<file path="src/common/canl_regs.vh">
// Register map constants for the clock alarm notify block.
// Assumes word-addressed Avalon-MM access: the bus address is the register index.
`ifndef CANL_REGS_VH
`define CANL_REGS_VH

// ----------------------------------------------------------------------------
// Register indices (byte address is four times the index)
// ----------------------------------------------------------------------------
`define CANL_REG_SUPPLY   8'h02
`define CANL_REG_NTFY_A   8'h03
`define CANL_REG_MASK_A   8'h04
`define CANL_REG_RELOCK   8'h05
`define CANL_REG_LIVE_B   8'h06
`define CANL_REG_NTFY_B   8'h07
`define CANL_REG_MASK_B   8'h08
`define CANL_REG_OUT_PD   8'hc0
`define CANL_REG_PAGE     8'hff

// ----------------------------------------------------------------------------
// Page numbers
// ----------------------------------------------------------------------------
`define CANL_PG_GEN       8'h00
`define CANL_PG_MON       8'h01
`define CANL_PG_CORE      8'h03
`define CANL_PG_PLLA      8'h0a
`define CANL_PG_PLLD      8'h0d

// ----------------------------------------------------------------------------
// Field positions and reset values
// ----------------------------------------------------------------------------
`define CANL_BIT_OSC      2
`define CANL_BIT_VIN      1
`define CANL_BIT_VCORE    2
`define CANL_BIT_VCORE_P3 0
`define CANL_BIT_RELOCK   0
`define CANL_BIT_PD       0
`define CANL_RST_BYTE     8'h00
`define CANL_RST_WORD     32'h0000_0000

`endif

</file>
<file path="src/hw/canl_top.v">
// Alarm notify logic: sticky notifies, masks, paged registers, alarm pins,
// PLL re-lock and output power-down controls.
// Assumes live monitor inputs are asynchronous; registers reached over
// Avalon-MM with waitrequest, one 8-bit register per 32-bit word.
`timescale 1ns/1ps
`default_nettype none
`include "canl_regs.vh"

// Behaviour
// Writing one clears that notify bit
// Mask bit one enables its notify
// Page register selects target of accesses
// Oscillator loss notify at page0 page0_osc_loss_notify bit2
// Lock/holdover notifies page0 page0_lock_holdover_notify, write-one clear
// Input clock-loss notifies page1 page0_osc_loss_notify[3:0]
// Drift notifies page1 page0_lock_holdover_notify, write-one clear
// Host clears all four notify groups
// Input supply dip at page0 reg02 bit1
// Core supply dip on PLL pages, page3
// Supply dip bit reads one when low
// Interrupt pin low when selected notify set
// Interrupt held until clearing writes
// Combined lock pin high when all used locked
// Per-PLL lock pins follow live lock
// Oscillator loss pin covers crystal or internal
// PLL pages are 0x0a to 0x0d
// Register pll_output_power_down bit0 powers outputs down
// Writing 0x01 then 0x00 to pll_relock_trigger re-locks
// Host restores output power after re-lock
// Mask 0x04 enables notifies of 0x03
// Mask 0x08 enables notifies of 0x07
// Live clock-loss readable page1 reg02[3:0]
// Notify sets on condition, holds, zero ignored
// Set wins over simultaneous clear
module canl_top #(
    parameter [3:0] PLL_USED = 4'hf
) (
    input  wire        I_CLK,
    input  wire        I_NRST,
    input  wire [7:0]  I_AVS_ADDRESS,
    input  wire        I_AVS_READ,
    input  wire        I_AVS_WRITE,
    input  wire [31:0] I_AVS_WRITEDATA,
    input  wire [3:0]  I_AVS_BYTEENABLE,
    output reg  [31:0] O_AVS_READDATA,
    output wire        O_AVS_WAITREQUEST,
    input  wire [3:0]  I_INPUT_CLOCK_LOSS,
    input  wire [7:0]  I_FREQ_DRIFT,
    input  wire [3:0]  I_PLL_UNLOCK,
    input  wire [3:0]  I_PLL_HOLDOVER,
    input  wire        I_XTAL_LOSS,
    input  wire        I_INT_OSC_LOSS,
    input  wire        I_INPUT_SUPPLY_DIP,
    input  wire        I_CORE_SUPPLY_DIP,
    output reg         O_INTR_N,
    output reg         O_ANY_UNLOCK_N,
    output reg         O_PLL_A_LOCK_N,
    output reg         O_PLL_B_LOCK_N,
    output reg         O_PLL_C_LOCK_N,
    output reg         O_PLL_D_LOCK_N,
    output reg         O_OSC_PATH_LOSS_N,
    output reg  [3:0]  O_PLL_OUT_PD,
    output reg  [3:0]  O_PLL_RELOCK
);

    // ------------------------------------------------------------------------
    // Functions
    // ------------------------------------------------------------------------
    // Sticky update: set applied after the clear so an event is never lost
    function [7:0] canl_w1c;
        input [7:0] cur;
        input [7:0] set;
        input [7:0] clr;
        begin
            canl_w1c = (cur & ~clr) | set;
        end
    endfunction

    function canl_is_pll_page;
        input [7:0] pg;
        begin
            canl_is_pll_page = (pg >= `CANL_PG_PLLA) && (pg <= `CANL_PG_PLLD);
        end
    endfunction

    function [1:0] canl_pll_idx;
        input [7:0] pg;
        reg   [7:0] d;
        begin
            d = pg - `CANL_PG_PLLA;
            canl_pll_idx = d[1:0];
        end
    endfunction

    // Strobe for one register write on a selected page
    function canl_wr_hit;
        input       en;
        input       pg_ok;
        input [7:0] a;
        input [7:0] idx;
        begin
            canl_wr_hit = en && pg_ok && (a == idx);
        end
    endfunction

    // ------------------------------------------------------------------------
    // Input synchronisers
    // ------------------------------------------------------------------------
    localparam LW = 24;
    wire [LW-1:0] live_in = {I_CORE_SUPPLY_DIP, I_INPUT_SUPPLY_DIP, I_INT_OSC_LOSS, I_XTAL_LOSS,
                             I_PLL_HOLDOVER, I_PLL_UNLOCK, I_FREQ_DRIFT, I_INPUT_CLOCK_LOSS};
    reg  [LW-1:0] sync1_r;
    reg  [LW-1:0] sync2_r;

    always @(posedge I_CLK)
    begin
        if (!I_NRST)
        begin
            sync1_r <= {LW{1'b0}};
            sync2_r <= {LW{1'b0}};
        end
        else
        begin
            sync1_r <= live_in;
            sync2_r <= sync1_r;
        end
    end

    wire [3:0] clk_loss   = sync2_r[3:0];
    wire [7:0] drift      = sync2_r[11:4];
    wire [3:0] unlock     = sync2_r[15:12];
    wire [3:0] holdover   = sync2_r[19:16];
    wire       osc_loss   = sync2_r[20] | sync2_r[21];
    wire       vin_dip    = sync2_r[22];
    wire       vcore_dip  = sync2_r[23];

    // ------------------------------------------------------------------------
    // Avalon-MM handshake
    // ------------------------------------------------------------------------
    // One wait cycle per access keeps read data registered
    reg        ack_r;
    wire       req = I_AVS_READ | I_AVS_WRITE;
    assign O_AVS_WAITREQUEST = req & ~ack_r;
    wire       wr_en = I_AVS_WRITE & ack_r & I_AVS_BYTEENABLE[0];
    wire [7:0] wdat  = I_AVS_WRITEDATA[7:0];
    wire [7:0] addr  = I_AVS_ADDRESS;

    // ------------------------------------------------------------------------
    // Register state
    // ------------------------------------------------------------------------
    reg  [7:0]  page_r;
    reg         osc_ntfy_r;
    reg  [7:0]  lock_ho_ntfy_r;
    reg  [3:0]  cl_ntfy_r;
    reg  [7:0]  drift_ntfy_r;
    reg  [7:0]  mask_p0a_r;
    reg  [7:0]  mask_p0b_r;
    reg  [7:0]  mask_p1a_r;
    reg  [7:0]  mask_p1b_r;
    reg  [31:0] relock_r;
    reg  [31:0] out_pd_r;

    wire        on_p0   = (page_r == `CANL_PG_GEN);
    wire        on_p1   = (page_r == `CANL_PG_MON);
    wire        on_pll  = canl_is_pll_page(page_r);
    wire [1:0]  pidx    = canl_pll_idx(page_r);
    wire [4:0]  pbase   = {pidx, 3'b000};

    // ------------------------------------------------------------------------
    // Write decode
    // ------------------------------------------------------------------------
    // Decoded once so clear strobes and register updates agree
    wire        wr_page      = canl_wr_hit(wr_en, 1'b1, addr, `CANL_REG_PAGE);
    wire        wr_p0_ntfy_a = canl_wr_hit(wr_en, on_p0, addr, `CANL_REG_NTFY_A);
    wire        wr_p0_ntfy_b = canl_wr_hit(wr_en, on_p0, addr, `CANL_REG_NTFY_B);
    wire        wr_p1_ntfy_a = canl_wr_hit(wr_en, on_p1, addr, `CANL_REG_NTFY_A);
    wire        wr_p1_ntfy_b = canl_wr_hit(wr_en, on_p1, addr, `CANL_REG_NTFY_B);
    wire        wr_p0_mask_a = canl_wr_hit(wr_en, on_p0, addr, `CANL_REG_MASK_A);
    wire        wr_p0_mask_b = canl_wr_hit(wr_en, on_p0, addr, `CANL_REG_MASK_B);
    wire        wr_p1_mask_a = canl_wr_hit(wr_en, on_p1, addr, `CANL_REG_MASK_A);
    wire        wr_p1_mask_b = canl_wr_hit(wr_en, on_p1, addr, `CANL_REG_MASK_B);
    wire        wr_out_pd    = canl_wr_hit(wr_en, on_pll, addr, `CANL_REG_OUT_PD);

    // Write-one-clear strobes per group
    wire [7:0]  clr_osc   = wr_p0_ntfy_a ? wdat : `CANL_RST_BYTE;
    wire [7:0]  clr_lkho  = wr_p0_ntfy_b ? wdat : `CANL_RST_BYTE;
    wire [7:0]  clr_cl    = wr_p1_ntfy_a ? wdat : `CANL_RST_BYTE;
    wire [7:0]  clr_drift = wr_p1_ntfy_b ? wdat : `CANL_RST_BYTE;

    wire [7:0]  osc_vec_nxt   = canl_w1c({5'h00, osc_ntfy_r, 2'h0}, {5'h00, osc_loss, 2'h0}, clr_osc);
    wire [7:0]  lkho_nxt      = canl_w1c(lock_ho_ntfy_r, {holdover, unlock}, clr_lkho);
    wire [7:0]  cl_vec_nxt    = canl_w1c({4'h0, cl_ntfy_r}, {4'h0, clk_loss}, clr_cl);
    wire [7:0]  drift_nxt     = canl_w1c(drift_ntfy_r, drift, clr_drift);

    wire        relock_wr = canl_wr_hit(wr_en, on_pll, addr, `CANL_REG_RELOCK);
    wire        old_rl    = relock_r[pbase + `CANL_BIT_RELOCK];

    always @(posedge I_CLK)
    begin
        if (!I_NRST)
        begin
            ack_r          <= 1'b0;
            page_r         <= `CANL_RST_BYTE;
            osc_ntfy_r     <= 1'b0;
            lock_ho_ntfy_r <= `CANL_RST_BYTE;
            cl_ntfy_r      <= 4'h0;
            drift_ntfy_r   <= `CANL_RST_BYTE;
            mask_p0a_r     <= `CANL_RST_BYTE;
            mask_p0b_r     <= `CANL_RST_BYTE;
            mask_p1a_r     <= `CANL_RST_BYTE;
            mask_p1b_r     <= `CANL_RST_BYTE;
            relock_r       <= `CANL_RST_WORD;
            out_pd_r       <= `CANL_RST_WORD;
            O_PLL_RELOCK   <= 4'h0;
        end
        else
        begin
            ack_r          <= req & ~ack_r;
            osc_ntfy_r     <= osc_vec_nxt[`CANL_BIT_OSC];
            lock_ho_ntfy_r <= lkho_nxt;
            cl_ntfy_r      <= cl_vec_nxt[3:0];
            drift_ntfy_r   <= drift_nxt;
            // Re-lock outputs are single-cycle pulses
            O_PLL_RELOCK   <= 4'h0;
            // Page register answers on every page
            if (wr_page)
                page_r <= wdat;
            if (wr_p0_mask_a)
                mask_p0a_r <= wdat;
            if (wr_p0_mask_b)
                mask_p0b_r <= wdat;
            if (wr_p1_mask_a)
                mask_p1a_r <= wdat;
            if (wr_p1_mask_b)
                mask_p1b_r <= wdat;
            if (relock_wr)
            begin
                relock_r[pbase +: 8] <= wdat;
                // Re-lock starts on the 1 to 0 step of the trigger
                if (old_rl && !wdat[`CANL_BIT_RELOCK])
                    O_PLL_RELOCK[pidx] <= 1'b1;
            end
            if (wr_out_pd)
                out_pd_r[pbase +: 8] <= wdat;
        end
    end

    // ------------------------------------------------------------------------
    // Read mux
    // ------------------------------------------------------------------------
    reg [7:0] rd_byte;

    always @*
    begin
        rd_byte = `CANL_RST_BYTE;
        if (addr == `CANL_REG_PAGE)
            rd_byte = page_r;
        else if (on_p0)
        begin
            case (addr)
                `CANL_REG_SUPPLY:
                begin
                    rd_byte[`CANL_BIT_VIN] = vin_dip;
                    rd_byte[`CANL_BIT_OSC] = osc_loss;
                end
                `CANL_REG_NTFY_A: rd_byte[`CANL_BIT_OSC] = osc_ntfy_r;
                `CANL_REG_MASK_A: rd_byte = mask_p0a_r;
                `CANL_REG_LIVE_B: rd_byte = {holdover, unlock};
                `CANL_REG_NTFY_B: rd_byte = lock_ho_ntfy_r;
                `CANL_REG_MASK_B: rd_byte = mask_p0b_r;
                default:          rd_byte = `CANL_RST_BYTE;
            endcase
        end
        else if (on_p1)
        begin
            case (addr)
                `CANL_REG_SUPPLY: rd_byte[3:0] = clk_loss;
                `CANL_REG_NTFY_A: rd_byte[3:0] = cl_ntfy_r;
                `CANL_REG_MASK_A: rd_byte = mask_p1a_r;
                `CANL_REG_LIVE_B: rd_byte = drift;
                `CANL_REG_NTFY_B: rd_byte = drift_ntfy_r;
                `CANL_REG_MASK_B: rd_byte = mask_p1b_r;
                default:          rd_byte = `CANL_RST_BYTE;
            endcase
        end
        // Core supply status is mirrored on page 3
        else if (page_r == `CANL_PG_CORE)
        begin
            if (addr == `CANL_REG_SUPPLY)
                rd_byte[`CANL_BIT_VCORE_P3] = vcore_dip;
        end
        else if (on_pll && PLL_USED[pidx])
        begin
            case (addr)
                `CANL_REG_SUPPLY: rd_byte[`CANL_BIT_VCORE] = vcore_dip;
                `CANL_REG_RELOCK: rd_byte = relock_r[pbase +: 8];
                `CANL_REG_OUT_PD: rd_byte = out_pd_r[pbase +: 8];
                default:          rd_byte = `CANL_RST_BYTE;
            endcase
        end
    end

    // ------------------------------------------------------------------------
    // Read data and alarm pins
    // ------------------------------------------------------------------------
    // Interrupt is only released by W1C writes or mask writes, since notifies are sticky
    wire any_sel = (osc_ntfy_r & mask_p0a_r[`CANL_BIT_OSC]) | (|(lock_ho_ntfy_r & mask_p0b_r))
                 | (|({4'h0, cl_ntfy_r} & mask_p1a_r)) | (|(drift_ntfy_r & mask_p1b_r));
    // PLLs left unused never pull the combined lock pin low
    wire [3:0] used_unlock = unlock & PLL_USED;
    integer k;

    always @(posedge I_CLK)
    begin
        if (!I_NRST)
        begin
            O_AVS_READDATA    <= `CANL_RST_WORD;
            O_INTR_N          <= 1'b1;
            O_ANY_UNLOCK_N    <= 1'b1;
            O_PLL_A_LOCK_N    <= 1'b1;
            O_PLL_B_LOCK_N    <= 1'b1;
            O_PLL_C_LOCK_N    <= 1'b1;
            O_PLL_D_LOCK_N    <= 1'b1;
            O_OSC_PATH_LOSS_N <= 1'b1;
            O_PLL_OUT_PD      <= 4'h0;
        end
        else
        begin
            if (I_AVS_READ & ~ack_r)
                O_AVS_READDATA <= {24'h000000, rd_byte};
            O_INTR_N          <= ~any_sel;
            O_ANY_UNLOCK_N    <= ~|used_unlock;
            O_PLL_A_LOCK_N    <= ~unlock[0];
            O_PLL_B_LOCK_N    <= ~unlock[1];
            O_PLL_C_LOCK_N    <= ~unlock[2];
            O_PLL_D_LOCK_N    <= ~unlock[3];
            O_OSC_PATH_LOSS_N <= ~osc_loss;
            // Power-down pins follow bit 0 of each PLL page register
            for (k = 0; k < 4; k = k + 1)
                O_PLL_OUT_PD[k] <= out_pd_r[8*k + `CANL_BIT_PD];
        end
    end

endmodule
`default_nettype wire

</file>
<file path="config.mk">
export PLATFORM = sky130hd
export DESIGN_NAME = canl_top
export DESIGN_NICKNAME = d
export VERILOG_FILES = /design/src/hw/canl_top.v
export VERILOG_INCLUDE_DIRS = /design/src /design/src/common
export SDC_FILE = /design/constraint.sdc
export NUM_CORES = 1
export LEC_CHECK = 0
export ABC_AREA = 1
export BUFFER_PORTS_ARGS = -buffer_cell sky130_fd_sc_hd__buf_2
export CORE_MARGIN = 4
export CORE_UTILIZATION = 40
export CTS_CLUSTER_SIZE = 14
export DETAILED_ROUTE_END_ITERATION = 8
export GPL_TIMING_DRIVEN = 0
export PLACE_DENSITY = 0.57
export SYNTH_ARGS = -nofsm -noshare
export SYNTH_HDL_FRONTEND = slang
export SYNTH_SLANG_ARGS = --single-unit
</file>
<file path="constraint.sdc">
create_clock -name I_CLK -period 3.6 [get_ports I_CLK]
set_clock_uncertainty 0.2 [all_clocks]
set_input_delay 0.72 -clock I_CLK [delete_from_list [all_inputs] [get_ports I_CLK]]
set_output_delay 0.72 -clock I_CLK [all_outputs]
set_load 0.02 [all_outputs]
</file>
==> results by group <==
CTS
  • CTS tree: yes
  • Setup bufs post-CTS: 0
  • # hold bufs at CTS: 0
  • Clk sinks: 197
  • Clock buffer depth: 2
  • Clk_lat worst skew: 0.44 ns
  • Clock transition at path regs: 0.08 ns
  • CTS Root Cell: clkbuf_16
  • Post-cts sizing count: 0
  • Number of CTS-inserted buffers: 17
  • Htree depth: 4

STA
  • Setup TNS: 0 ns
  • Fin. max-slew vios: 0
  • FMAX: 301.7 MHz
  • RSZ-0062 raised after global routing: false
  • Hold Vio Cnt, Final: 0
  • Fin crit share: 0.9207
  • Setup-failing EPs final: 0
  • Slew Limit Headroom: 0.4617
  • Worst-Margin Slew: 0.8075 ns
  • Tmin final: 3.315 ns

Synth
  • #FFs+latches synth: 197
  • Distinct cells, synth: 38
  • Area share of the largest cell type after synthesis: 0.4453
  • Share of the yosys chip area belonging to registers: 0.4453
  • Mapped Area: 8856 sq um
  • Syn Area/Cell: 7.023 sq um
  • Number of synthesized flops with an enable pin: 0
  • Asr flop ratio synth: 0
  • Mapped Cells: 1261
  • Largest area contributor in the netlist: dfxtp_1
  • Primary FF master, synth: dfxtp_1
  • Largest cells by area after synthesis: dfxtp_1, nand2_1, a21oi_1, nor2_1, o21ai_0
  • Yosys warns: 0

Critical path
  • Worst-path cell chain: inv_2, clkbuf_2, ha_1, inv_2, nor2_1, nand4_1, nor2_1, inv_1, nor2_2, buf_2, o21ai_0, a21oi_1
  • Worst setup SP type: flop
  • R2R Path End: mask_p1b_r[6]$_SDFFE_PN0P_
  • CP max FO: 12
  • R2R depth: 12
  • Crit-path max cell delay: 0.41 ns
  • WS Path Type: reg -> reg
  • Critical path arrival: 3.49 ns
  • Flop2flop setup slack: 0.29 ns
  • Worst path top cell family by delay: simple AND/OR/NAND/NOR gates
  • WP data required: 3.78 ns
  • Worst reg2reg path startpoint: page_r[1]$_SDFFE_PN0P_
  • Crit path capture type: flop
  • CP Buf/Inv Count: 5
  • CP max-delay cell: dfxtp_1

Hold path
  • Worst hold path stage count: 1
  • Hold WC Path Type: reg -> reg
  • Worst Hold Path EP: O_PLL_B_LOCK_N$_SDFF_PN1_
  • Min-delay src: sync2_r[13]$_SDFF_PN0_

Floorplanning
  • Die ar.: 24580 sq um
  • Die extent in x: 156.8 um
  • Row Count: 54
  • Initial Utilization: 0.4058
  • IO Count: 120
  • Die Height: 156.8 um
  • Core Box Area: 21820 sq um

Detailed routing
  • Vias/cell: 5.097
  • Final wirelength: 28.04 mm
  • Antenna violation net count after detailed routing: 0
  • 1st-iter DRT viols: 806
  • Routed wire per std cell: 16.86 um
  • # DRC: 0
  • DR pass1 iterations: 6
  • Vias: 8477

Place
  • Area after DPL: 9628 sq um
  • DP Wirelength: 20.96 mm
  • GPL Wtd Cong: 0.9114
  • IO Port Bufs: 67

Power and ir drop
  • VDD IR max: 0.0002550 V
  • Leak pwr: 4.773 nW
  • PD cells: 432.0 nW/um^2
  • Design Power: 4.414 mW

Layout
  • Fin nets: 1447
  • Most frequent cells in the layout: nand2_1, dfxtp_1, nor2_1
  • Area grow syn2layout: 15.37%
  • Share of layout cells above drive strength 1: 0.1302
  • Fillers: 2314
  • Commonest non-fill, non-tap cell in the layout: nand2_1
  • Final Cell Area: 10220 sq um

Status
  • Status: complete, no violations

Global route
  • Number of global-route vias before repair: 7676
  • GRT overflow: 0
  • Global-route wire length before repair: 43.35 mm
  • Total Routing Usage GR: 0.2296
  • Initial antenna violation count: 0
  • Largest net degree at the start of global routing: 19

Run
  • Maxcap violations: 0
==> per-layer routing <==
layer / vias up / GRT usage / part of all wire
li1: 4214 / - / -
met1: 3906 / 0.3425 / 0.48
met2: 326 / 0.3373 / 0.42
met3: 31 / 0.04867 / 0.085
met4: 0 / 0.05744 / 0.015
met5: - / 0 / 0
==> worst max path at each step <==
stage | startpoint | end | slack, ns | cells after the start
4_1_cts | page_r[1]$_SDFFE_PN0P_ | mask_p1b_r[6]$_SDFFE_PN0P_ | 0.15 | 12
6_report | page_r[1]$_SDFFE_PN0P_ | mask_p1b_r[6]$_SDFFE_PN0P_ | 0.29 | 12
3_3_place_gp | page_r[0]$_SDFFE_PN0P_ | relock_r[14]$_SDFFE_PN0P_ | 0.18 | 16
3_5_place_dp | page_r[1]$_SDFFE_PN0P_ | mask_p1b_r[6]$_SDFFE_PN0P_ | 0.16 | 12
2_1_floorplan | page_r[0]$_SDFFE_PN0P_ | out_pd_r[0]$_SDFFE_PN0P_ | 0.90 | 17
5_1_grt | page_r[1]$_SDFFE_PN0P_ | mask_p1b_r[5]$_SDFFE_PN0P_ | 0.17 | 12
==> synthesized netlist by cell type (2+ instances only) <==
| cell type | instances |
|---|---|
| clkbuf_1 | 35 |
| nand4_1 | 8 |
| or2_2 | 2 |
| buf_6 | 6 |
| nor2_1 | 153 |
| inv_1 | 143 |
| nor2_4 | 6 |
| clkinv_1 | 4 |
| nand3_1 | 92 |
| buf_1 | 2 |
| inv_2 | 8 |
| o22ai_1 | 5 |
| ha_1 | 6 |
| o21ai_0 | 111 |
| o211ai_1 | 2 |
| o21ai_1 | 14 |
| a211oi_1 | 16 |
| nand2_4 | 5 |
| a21oi_1 | 117 |
| nor2_2 | 9 |
| nand2_1 | 259 |
| nor3_1 | 7 |
| nor4_1 | 3 |
| buf_2 | 12 |
| dfxtp_1 | 197 |
| a21oi_2 | 2 |
| buf_4 | 26 |
==> stage by stage <==
stage          setup slack, ns  instances    util  hold WS [ns]
3_3_place_gp            0.1754       1631  0.4412        0.1885
4_1_cts                 0.1482       1663  0.4682        0.2072
6_report                0.2855       1663  0.4682        0.2030
2_1_floorplan           0.9028       1284       -        0.1709
3_5_place_dp            0.1630       1631  0.4412        0.1904
5_1_grt                 0.1738       1662  0.4681        0.2245
==> area by class of cell <==
class	instances	area [sq um]	area share
multi-input cells	850	3950	0.3866
flip-flops and latches	197	3944	0.3860
inverters	156	586.8	0.05743
plain buffers	80	459.2	0.04494
clock buffers	20	456.7	0.04470
well taps	280	350.3	0.03429
repair buffers	67	335.3	0.03282
clock inverters	12	132.6	0.01298
diodes	1	2.502	0.0002449
==> worst reg2reg max path, delay by kind of cell, from the launching register on <==
| family | cells | cell delay, ns |
|---|---|---|
| AND/OR/NAND/NOR | 4 | 1.09 |
| flip-flops | 1 | 0.41 |
| AO/OA/AOI/OAI | 2 | 0.23 |
| buffers and inverters | 5 | 1.07 |
| adder cells (fa/ha/maj) | 1 | 0.25 |
==> report_power, final <==
part	total [mW]	switching (mW)	internal, mW
sequential	2.24	0.0193	2.22
clock	1.93	0.910	1.02
combinational	0.245	0.173	0.0724
total	4.41	1.10	3.31
==> cells by family after synthesis <==
logic type,share of synthesized area
other,0.0004234
adder cells (fa/ha/maj),0.008477
buffers and inverters,0.1184
AO/OA/AOI/OAI,0.1625
AND/OR/NAND/NOR,0.2649
flip-flops,0.4453
==> registers in the layout (all words and copies together) (netlist names), 4 cells and up <==
signal	count
O_AVS_READDATA	8
O_PLL_OUT_PD	4
O_PLL_RELOCK	4
cl_ntfy_r	4
drift_ntfy_r	8
lock_ho_ntfy_r	8
mask_p0a_r	8
mask_p0b_r	8
mask_p1a_r	8
mask_p1b_r	8
out_pd_r	32
page_r	8
relock_r	32
sync1_r	24
sync2_r	24
(Power assumes the default switching activity.)
